$ cat config.mk
export PLATFORM = sky130hd
export DESIGN_NAME = css_status
export DESIGN_NICKNAME = d
export VERILOG_FILES = /design/src/design/css_pkg.sv /design/src/design/css_status.sv
export VERILOG_INCLUDE_DIRS = /design/src /design/src/design
export SDC_FILE = /design/constraint.sdc
export NUM_CORES = 1
export LEC_CHECK = 0
export BUFFER_PORTS_ARGS = -buffer_cell sky130_fd_sc_hd__buf_2
export CAP_MARGIN = 20
export CORE_MARGIN = 3
export CORE_UTILIZATION = 40
export DETAILED_ROUTE_END_ITERATION = 12
export HOLD_SLACK_MARGIN = 0.08
export PLACE_DENSITY = 0.73
export SLEW_MARGIN = 20
export SYNTH_ARGS = -nofsm -noshare
export SYNTH_HDL_FRONTEND = slang
export SYNTH_SLANG_ARGS = --single-unit
$ cat constraint.sdc
create_clock -name clk -period 3.57 [get_ports clk]
set_input_delay 0.714 -clock clk [delete_from_list [all_inputs] [get_ports clk]]
set_output_delay 0.714 -clock clk [all_outputs]
set_load 0.01 [all_outputs]
$ cat src/design/css_defs.svh
// Offsets, field positions and reset values of the processor status block.
// Assumes inclusion by the status block only.
`ifndef CSS_DEFS_SVH
`define CSS_DEFS_SVH

`define CSS_STATUS_OFFSET   12'h000
`define CSS_EVENT_OFFSET    12'h004
`define CSS_STATUS_ADDR_W   12

`define CSS_B_COP3          31
`define CSS_B_COP2          30
`define CSS_B_FLOAT         29
`define CSS_B_COP0          28
`define CSS_B_FLIP          25
`define CSS_B_BOOTVEC       22
`define CSS_B_TLBSHUT       21
`define CSS_B_PARERR        20
`define CSS_B_ISOMISS       19
`define CSS_B_PARZERO       18
`define CSS_B_SWAP          17
`define CSS_B_ISOLATE       16
`define CSS_IM_HI           15
`define CSS_IM_LO           8
`define CSS_B_KUO           5
`define CSS_B_IEO           4
`define CSS_B_KUP           3
`define CSS_B_IEP           2
`define CSS_B_KUC           1
`define CSS_B_IEC           0

// Writable bits; fixed-zero and hardware flags are excluded
`define CSS_WMASK           32'hf247ff3f
// Kernel mode, interrupts off, boot vectors after reset
`define CSS_RESET_VALUE     32'h00400002
`define CSS_USER_ADDR_MAX   32'h7fffffff

`endif

$ cat src/design/css_pkg.sv
// Types shared by the processor status block.
// Assumes css_defs.svh sits beside it.
package css_pkg;

  typedef struct packed {
    logic        cop_valid;    // Coprocessor instruction issuing
    logic [1:0]  cop_num;      // Which coprocessor
    logic        data_valid;   // Load or store issuing
    logic [31:0] data_addr;    // Its data address
    logic        data_partial; // Narrower than a word
    logic        priv_instr;   // Privileged instruction issuing
  } css_access_t;

  typedef struct packed {
    logic        take_exc;     // Exception entry this cycle
    logic        ret_exc;      // Return-from-exception this cycle
    logic        tlb_multi;    // Two TLB entries matched
    logic        parity_err;   // Cache parity error seen
    logic        dcache_miss;  // Data cache miss
    logic [5:0]  irq_pins;     // External interrupt lines
    logic [1:0]  sw_irq;       // Software interrupt cause bits
  } css_event_t;

  typedef struct packed {
    logic        cop_fault;    // Unusable coprocessor
    logic        addr_fault;   // User address out of range
    logic        priv_fault;   // Privileged in user mode
    logic        irq_take;     // Interrupt exception request
    logic [7:0]  irq_active;   // Unmasked pending sources
    logic        big_endian;   // Effective byte order
    logic        boot_vectors; // Use boot segment entry points
    logic        parity_zero;  // Write zero parity, skip checks
    logic        no_ext_bus;   // Suppress external data cycles
    logic        inval_store;  // Partial store invalidates
    logic        swap_caches;  // Caches exchange roles
  } css_ctrl_t;

  typedef struct packed {
    logic [31:0] status;
    logic [31:0] hrdata;
    logic        hready;
    logic        wr_pend;
    logic [11:0] addr;
    logic        sel;
    css_ctrl_t   ctrl;
  } css_state_t;

endpackage : css_pkg

$ cat src/design/css_status.sv
// Processor status register with kernel/interrupt-enable mode stack.
// Assumes one core clock, AHB-Lite register access, core pulses for events.
//
// Chosen here: the AHB-Lite interface to the registers and the address map.
`timescale 1ns/1ps
`include "css_defs.svh"

module css_status
  import css_pkg::*;
#(
  parameter bit HAS_TLB        = 1'b1, // Zero for the TLB-less variant
  parameter bit RESET_BIG_END  = 1'b1  // Byte order strapped at reset
) (
  input  wire logic        clk,        // Core clock, 40 MHz
  input  wire logic        rst_n,      // Asynchronous reset, active low
  input  wire logic        hsel,       // AHB-Lite select
  input  wire logic [31:0] haddr,      // Address
  input  wire logic [1:0]  htrans,     // Transfer type
  input  wire logic        hwrite,     // Write when high
  input  wire logic [2:0]  hsize,      // Transfer size
  input  wire logic [31:0] hwdata,     // Write data
  input  wire logic        hready,     // Bus ready in
  output logic      [31:0] hrdata,     // Read data
  output logic             hreadyout,  // Slave ready
  output logic             hresp,      // Always OKAY
  input  wire css_access_t acc,        // Issuing access from pipeline
  input  wire css_event_t  evt,        // Exception and cache events
  output css_ctrl_t        ctrl        // Registered control to core
);

  css_state_t st;
  css_state_t next_st;
  logic       rst_int_n;
  // Kept out of st: it resets on the raw pin, the rest on its output
  logic [1:0] rst_sync;

  // ---------------------------------------------------------------
  // Reset release
  // ---------------------------------------------------------------
  always_ff @(posedge clk or negedge rst_n) begin
    if (!rst_n) begin
      rst_sync <= 2'b00;
    end else begin
      rst_sync <= {rst_sync[0], 1'b1};
    end
  end
  assign rst_int_n = rst_sync[1];

  function automatic logic user_mode(input logic [31:0] s);
    return ~s[`CSS_B_KUC];
  endfunction : user_mode

  // ---------------------------------------------------------------
  // Next state
  // ---------------------------------------------------------------
  always_comb begin
    logic [31:0] s;
    logic        um;
    logic [7:0]  pend;
    s    = st.status;
    um   = user_mode(st.status);
    pend = {evt.irq_pins, evt.sw_irq};
    next_st          = st;

    // Bus slave: zero wait states; write lands in the data phase
    next_st.hready = 1'b1;
    if (st.wr_pend && st.addr == `CSS_STATUS_OFFSET) begin
      s = (s & ~`CSS_WMASK) | (hwdata & `CSS_WMASK);
    end
    next_st.wr_pend = 1'b0;
    if (hsel && hready && htrans[1]) begin
      next_st.addr    = haddr[11:0];
      next_st.wr_pend = hwrite;
      if (!hwrite) begin
        case (haddr[11:0])
          `CSS_STATUS_OFFSET: next_st.hrdata = st.status;
          `CSS_EVENT_OFFSET:  next_st.hrdata = {24'h0, pend};
          default:            next_st.hrdata = 32'h0;
        endcase
      end
    end

    // Mode stack: exception wins over a return in the same cycle
    if (evt.take_exc) begin
      s[5:2] = s[3:0];
      s[`CSS_B_KUC] = 1'b1;
      s[`CSS_B_IEC] = 1'b0;
    end else if (evt.ret_exc) begin
      s[3:0] = s[5:2];
    end

    // Hardware flags; set beats any software write
    if (HAS_TLB && evt.tlb_multi) s[`CSS_B_TLBSHUT] = 1'b1;
    if (evt.parity_err && !st.status[`CSS_B_PARZERO]) begin
      s[`CSS_B_PARERR] = 1'b1;
    end
    if (evt.dcache_miss && st.status[`CSS_B_ISOLATE]) begin
      s[`CSS_B_ISOMISS] = 1'b1;
    end
    s[`CSS_B_TLBSHUT] = s[`CSS_B_TLBSHUT] | st.status[`CSS_B_TLBSHUT];
    next_st.status = s;

    // Core-facing controls, from present register value
    next_st.ctrl.cop_fault = acc.cop_valid && (
        (acc.cop_num == 2'd0 && um && !st.status[`CSS_B_COP0]) ||
        (acc.cop_num == 2'd1 && !st.status[`CSS_B_FLOAT])   ||
        (acc.cop_num == 2'd2 && !st.status[`CSS_B_COP2])    ||
        (acc.cop_num == 2'd3 && !st.status[`CSS_B_COP3]));
    next_st.ctrl.addr_fault = acc.data_valid && um &&
        (acc.data_addr > `CSS_USER_ADDR_MAX);
    next_st.ctrl.priv_fault = acc.priv_instr && um &&
        !st.status[`CSS_B_COP0];
    next_st.ctrl.irq_active = pend & st.status[`CSS_IM_HI:`CSS_IM_LO];
    next_st.ctrl.irq_take   = st.status[`CSS_B_IEC] &&
        (|(pend & st.status[`CSS_IM_HI:`CSS_IM_LO]));
    next_st.ctrl.big_endian = RESET_BIG_END ^
        (um && st.status[`CSS_B_FLIP]);
    next_st.ctrl.boot_vectors = st.status[`CSS_B_BOOTVEC];
    next_st.ctrl.parity_zero  = st.status[`CSS_B_PARZERO];
    next_st.ctrl.no_ext_bus   = st.status[`CSS_B_ISOLATE];
    next_st.ctrl.inval_store  = st.status[`CSS_B_ISOLATE] &&
        acc.data_valid && acc.data_partial;
    next_st.ctrl.swap_caches  = st.status[`CSS_B_SWAP];
  end

  // ---------------------------------------------------------------
  // State register
  // ---------------------------------------------------------------
  always_ff @(posedge clk or negedge rst_int_n) begin
    if (!rst_int_n) begin
      st.status  <= `CSS_RESET_VALUE | (HAS_TLB ? 32'h0 : 32'h00200000);
      st.hrdata  <= 32'h0;
      st.hready  <= 1'b1;
      st.wr_pend <= 1'b0;
      st.addr    <= 12'h0;
      st.sel     <= 1'b0;
      st.ctrl    <= '0;
    end else begin
      st.status  <= next_st.status;
      st.hrdata  <= next_st.hrdata;
      st.hready  <= next_st.hready;
      st.wr_pend <= next_st.wr_pend;
      st.addr    <= next_st.addr;
      st.sel     <= next_st.sel;
      st.ctrl    <= next_st.ctrl;
    end
  end

  assign hrdata    = st.hrdata;
  assign hreadyout = st.hready;
  assign hresp     = 1'b0;
  assign ctrl      = st.ctrl;
endmodule : css_status

Yosys cells after proc, flatten, opt, wreduce, memory -nomap -nowiden
Index checks and enable logic that the tools add are counted.

word-level totals
  memories kept = 0
  logic and storage cells = 73
  bits in read-only memories = 0
  RAM bits = 0
  input bits = 125
  latch bits = 0
  register bits = 97

cells by class
  add/sub/neg operators = 0
  bitwise gates (word level) = 6
  shifts and indexed selects = 0
  eq/ne operators = 4
  magnitude comparators = 1
  div/mod/pow operators = 0
  multiply operators = 0
  reductions and logical operators = 34
  multiplexer cells = 9

operators by type and width
  operator                                              number
  case mux 32 bit (2 select lines)                      1
  > comparator 32 x 31 -> 1 bit, second input constant  1
  bitwise OR 28 x 32 -> 32 bit                          1
  logical NOT 12 bit                                    2
  2-to-1 mux 22 bit                                     1
  logical AND 1 bit                                     19
  2-to-1 mux 13 bit                                     1
  equality test 12 x 3 -> 1 bit, second input constant  1
  AND 8 bit                                             1
  2-to-1 mux 4 bit                                      2
  OR reduction 8 bit                                    1
  logical NOT 1 bit                                     5
  equality test 2 bit, second input constant            2
  nonzero test 2 bit                                    2
  logical OR 1 bit                                      3
  2-to-1 mux 1 bit                                      3
  NOT 1 bit                                             3
  equality test 2 x 1 -> 1 bit, second input constant   1
  logical NOT 2 bit                                     1
  2-to-1 mux 2 bit                                      1
  AND reduction 2 bit                                   1
  bitwise OR 1 bit                                      1

Depth between registers and ports, before layout
Gate-level depths: netlist (run 1).

  word-level depth = 7
  depth in mapped cells = 5
  gate-level depth less buffers = 4

Worst setup path after synthesis (run 1)
OpenSTA, ideal clock, no wires.

  path type = in2reg
  from = in evt[11] in the netlist's numbering
  to = reg st[67] in the netlist's numbering
  slack = 1.763 ns
  arrival time = 1.668 ns
  buffers on the path = 1
  required time = 3.432 ns
  stages on the path = 3
  cell sequence = buf_2 mux2_2 mux4_2

RTL lines
  item         RTL line          text
  from (decl)  css_status.sv:27  input wire css_event_t evt,
  to (decl)    css_status.sv:31  css_state_t st;

==> results of run 1 <==
==> flip-flops by register name (all words and copies together), names as in the netlist <==
register,count
ctrl,18
hrdata,29
next_st,4
rst_sync,2
st,35
==> routing by layer <==
layer	wire length, um	vias up	track usage, %
met5	13	-	0
met4	95	2	4.56
met3	513	12	4.61
met2	3530	75	23.0
met1	3260	1118	18.0
li1	-	1070	-
==> worst max path at each step <==
stage | cells past startpoint | end | from
floorplan | 0 | ctrl[0] | rst_sync[1]
global placement | 7 | hrdata[29] | hwrite
detailed placement | 7 | hrdata[15] | hwrite
CTS | 3 | st[68] | st[26]
global route | 7 | hrdata[15] | hwrite
finish | 3 | st[68] | st[26]
==> power groups by stage <==
stage          logic [mW]  clock network, mW  registers (mW)
2_1_floorplan       0.100                  0            1.11
3_5_place_dp        0.145                  0            1.13
4_1_cts             0.145              0.848            1.11
6_report            0.153              0.819            1.09
3_3_place_gp        0.140                  0            1.12
5_1_grt             0.171              0.884            1.10
==> critical path: stages, from the launching register on <==
cell and delay [ns]:
dfrtp_1 0.41, nor4b_4 0.34, nand4_4 0.49, mux4_2 0.63
==> cells by family (layout without fill, tap and decap cells) <==
kind of cell	count (synthesis)	count (layout)
compound gates	33	33
flops	88	88
other cells	2	3
mux	48	48
buf+inv	65	133
simple gates	48	48
==> cell type report <==
cell class	instances	area, um^2	area share, %
clock buffers	11	141	3.22
clock inverters	5	104	2.37
inverters	3	11.3	0.257
multi-input cells	132	1170	26.6
flip-flops and latches	88	2210	50.3
well taps	129	161	3.68
repair buffers	114	593	13.5
==> cell usage after synthesis, drive strengths merged <==
library cell and number:
nand3b 1, or4 2, nand3 1, nor4b 1
mux2 33, nand2 11, nand2b 1, and3 1
inv 3, mux4 5, dfstp 2, nor2 5
nor2b 2, a211oi 2, mux2i 10, dfrtp 86
nor3 2, or2 4, nand4b 2, a21o 2
clkbuf 4, buf 58, o21ai 8, and2 9
a22o 20, o41a 1, conb 2, nand4 1
nor4 5
==> per-stage QoR <==
stage | power [mW] | worst slack [ns] | cells
after floorplan | 1.21 | 0.941 | 285
after global placement | 1.26 | 1.13 | 465
after detailed placement | 1.27 | 1.15 | 465
after CTS | 2.10 | 1.51 | 481
after global routing | 2.16 | 1.41 | 482
final | 2.07 | 1.55 | 482
==> results.tsv, run 1 <==
metric	value	unit
p_leak	2.19	nW
final_antenna_net_count	0	
period_minus_slack	2.02	ns
antenna_cells	0	
reg2reg_depth	3	
drive_gt1_share	50.4	%
hold_slack	0.138	ns
core_area	0.00928	mm^2
yosys-top-cells-area	dfrtp_1 56%, buf_4 10%, mux2_2 9.7%	
tns	0	ns
drtPass1Iterations	4	
rr_endpoint	st[68]	
finalClockSkew	0.0103	ns
synth_fa_ha_area_share	0	%
power.density	471	mW/mm^2
worst_ep_required_time	3.78	ns
ioPinCount	177	
final_core_util	47.3	%
ys_ff_latch	88	
synth_top_family_by_area	multiplexers	
clockRootBuffer	clkbuf_8	
combPwrFrac	7.4	%
crit_path_end_kind	flop	
cts_hold_buf	0	
reg2reg_slack	1.55	ns
yosys-mux-area-fraction	15.3	%
synth_top_area_cell	dfrtp_1	
placed_cell_area	0.00412	mm^2
clkTransAtPathRegs	0.09	ns
start_util	41.2	%
cts_made_buffers	9	
p_switching	0.446	mW
final_cell_mix	110 x buf_2, 85 x dfrtp_1, 33 x mux2_2	
yosysUniqueCellTypes	33	
power.internal	1.62	mW
grt_usage	14.1	%
mostFrequentLayoutCell	buf_2	
sequentialPowerShare	53.0	%
vdd_drop_max	0.221	mV
yosys.area_share.simple	8.18	%
num_rows	35	
critPathMaxFanout	24	
die_h	104	um
finalCritPeriodShare	56.7	%
synthCells	284	
drc_errors	0	
die_area	0.0108	mm^2
clock_latency	0.34	ns
nNetsFinal	473	
drv_cap	0	
rsz0062_at_grt	no	
antenna_found_initial	1	
wl	7.41	mm
post_cts_buffers	0	
clock-sinks	88	
synth_top_area_share	56.3	%
clk_path_buf_depth	2	
synth_seq_area_share	57.7	%
arrival	2.23	ns
num_vias	2277	
switching_share	21.6	%
drtIter0Drc	55	
slew_headroom	60.0	%
grt_overflow_total	0	
grt_pass1_wl	12.1	mm
wl_per_cell	15.4	um
max_freq	494	MHz
syn_area_per_cell	13.5	um^2
setup_viol	0	
io_buffer_count	110	
grt_pass1_vias	2379	
syn_to_final_growth	14.7	%
critical_path_class	reg -> reg	
synth-xor-area-share	0	%
cts_max_level	3	
grt_max_degree	87	
r2r_start	st[26]	
status	finished clean	
hpwl	5.27	mm
yosysWarnings	0	
worst_pin_slew	0.599	ns
n_fill_cell	850	
cts_resized	0	
die_x	104	um
slew_violations	0	
crit_path_start_kind	flop	
synth_compound_area_share	6.71	%
design_area	0.00439	mm^2
cts_tree	built	
gp_congestion	0.728	
hold_violations	0	
hold_class	in -> async	
power_frac_clock	39.6	%
vias_per_cell	4.72	
syn-cell-area	0.00382	mm^2
Note: power is estimated with default switching activity, not from simulation.
==> run 2: changes to the inputs <==
==> constraint.sdc (replaced) <==
create_clock -name clk -period 1.87 [get_ports clk]
set_input_delay 0.374 -clock clk [delete_from_list [all_inputs] [get_ports clk]]
set_output_delay 0.374 -clock clk [all_outputs]
set_load 0.01 [all_outputs]
==> run 2 against run 1 <==
Non-clock buffer count increased by 6. Via count increased by 1.2%. Critical path type unchanged. Global-route usage increased by 0.25 points. Cell count increased by 1.2%. Flip-flop and latch count unchanged. Setup slack got worse by 1.3 ns. Routed wire length decreased by 0.47%. Critical endpoint is now st[96]. Final area decreased by 0.54%.
==> results.tsv, run 2 (synthesis results as in run 1) <==
metric	value	unit
r2r_start	st[20]	
final_antenna_net_count	0	
die_area	0.0108	mm^2
hold_slack	0.219	ns
clock-sinks	88	
drtIter0Drc	68	
mostFrequentLayoutCell	buf_2	
clockRootBuffer	clkbuf_8	
power.density	814	mW/mm^2
tns	0	ns
min_path_cells	2	
worst_ep_required_time	2.09	ns
top_register	st	
grt_max_degree	50	
largest_register_ffs	35	
hold_path_end	st[86]	
cts_max_level	3	
num_vias	2305	
max_freq	608	MHz
clkTransAtPathRegs	0.08	ns
reg2reg_slack	0.22	ns
crit_path_start_kind	flop	
drive_gt1_share	50.7	%
status	finished clean	
hpwl	5.46	mm
num_rows	35	
io_buffer_count	110	
min_from	evt[10]	
die_h	104	um
core_area	0.00928	mm^2
reg2reg_depth	4	
gp_congestion	0.762	
clock_latency	0.34	ns
grt_usage	14.4	%
antenna_found_initial	1	
period_minus_slack	1.65	ns
final-seq-area	0.00221	mm^2
wl	7.37	mm
hold_violations	0	
arrival	1.87	ns
vdd_drop_max	0.561	mV
cts_made_buffers	9	
rr_endpoint	st[96]	
ioPinCount	177	
crit_path_end_kind	flop	
n_fill_cell	873	
post_cts_buffers	0	
drc_errors	0	
reg.largest.list	st: 35 flops, hrdata: 29 flops, ctrl: 18 flops	
vias_per_cell	4.72	
antenna_cells	0	
slew_headroom	60.8	%
p_leak	2.18	nW
cts_tree	built	
multiInputGateArea	0.00117	mm^2
cts_resized	0	
drtPass1Iterations	4	
grt_pass1_vias	2425	
critPathMaxStageDelay	0.41	ns
setup_viol	0	
rsz0062_at_grt	no	
syn_to_final_growth	14.1	%
clk_path_buf_depth	2	
hold_class	in -> reg	
critical_path_class	reg -> reg	
drv_cap	0	
cpMaxStageDelayCell	dfrtp_1	
start_util	41.2	%
critPathMaxFanout	9	
worstPathCellList	nor4_4 -> nand4_4 -> buf_4 -> mux2_2	
slew_violations	0	
finalCritPeriodShare	88.0	%
final_cell_mix	110 x buf_2, 85 x dfrtp_1, 33 x mux2_2	
grt_overflow_total	0	
grt_pass1_wl	12.3	mm
die_x	104	um
nNetsFinal	479	
finalClockSkew	0.00666	ns
worst_pin_slew	0.586	ns
wl_per_cell	15.1	um
-- run 2: critical path, delay by kind of cell, from the launching register on --
family	cells	cell delay (ns)
buf+inv	1	0.25
flops	1	0.41
mux	1	0.28
simple gates	2	0.59
-- run 2: power breakdown --
| part | internal (mW) | switching, mW | total [mW] |
|---|---|---|---|
| Clock | 0.523 | 0.640 | 1.16 |
| Sequential | 2.01 | 0.0680 | 2.07 |
| Combinational | 0.166 | 0.148 | 0.314 |
| Total | 2.70 | 0.855 | 3.55 |
-- run 2: area by class of cell --
type,instances,share of cell area (%)
repair buffers,120,14.7
clock buffers,12,3.33
well taps,129,3.70
clock inverters,4,0.660
inverters,3,0.258
multi-input cells,132,26.8
flip-flops and latches,88,50.6
-- run 2: repair_timing --
| action | in CTS | in global routing |
|---|---|---|
| endpoints found under the setup margin | 0 | 0 |
| endpoints found under the hold margin | 2 | 0 |
| hold buffers | 1 | 0 |
-- run 2: worst max-delay path by stage --
stage / from / end / slack (ns) / cells after the start
finish: st[20] / st[96] / 0.22 / 4
global route: st[20] / st[96] / 0.12 / 4
CTS: st[26] / st[96] / 0.20 / 4
detailed placement: haddr[11] / hrdata[6] / 0.21 / 5
global placement: evt[6] / ctrl[14] / 0.22 / 4
floorplan: rst_sync[1] / ctrl[0] / 0.39 / 0
-- run 2: through the flow --
step	util, %	area [um^2]	setup slack, ns	cells	total power, mW
5_1_grt	47.0	4360	0.117	488	3.75
2_1_floorplan	-	3830	0.386	285	2.31
3_3_place_gp	45.0	4180	0.222	471	2.42
3_5_place_dp	45.0	4180	0.210	471	2.43
6_report	47.0	4360	0.225	488	3.55
4_1_cts	47.0	4360	0.197	488	3.62
-- run 2: layer usage --
metal	GRT usage, %	routed length, um	up-vias
li1	-	-	1077
met1	17.9	3180	1137
met2	23.5	3570	76
met3	5.36	508	13
met4	4.27	108	2
met5	0	9	-
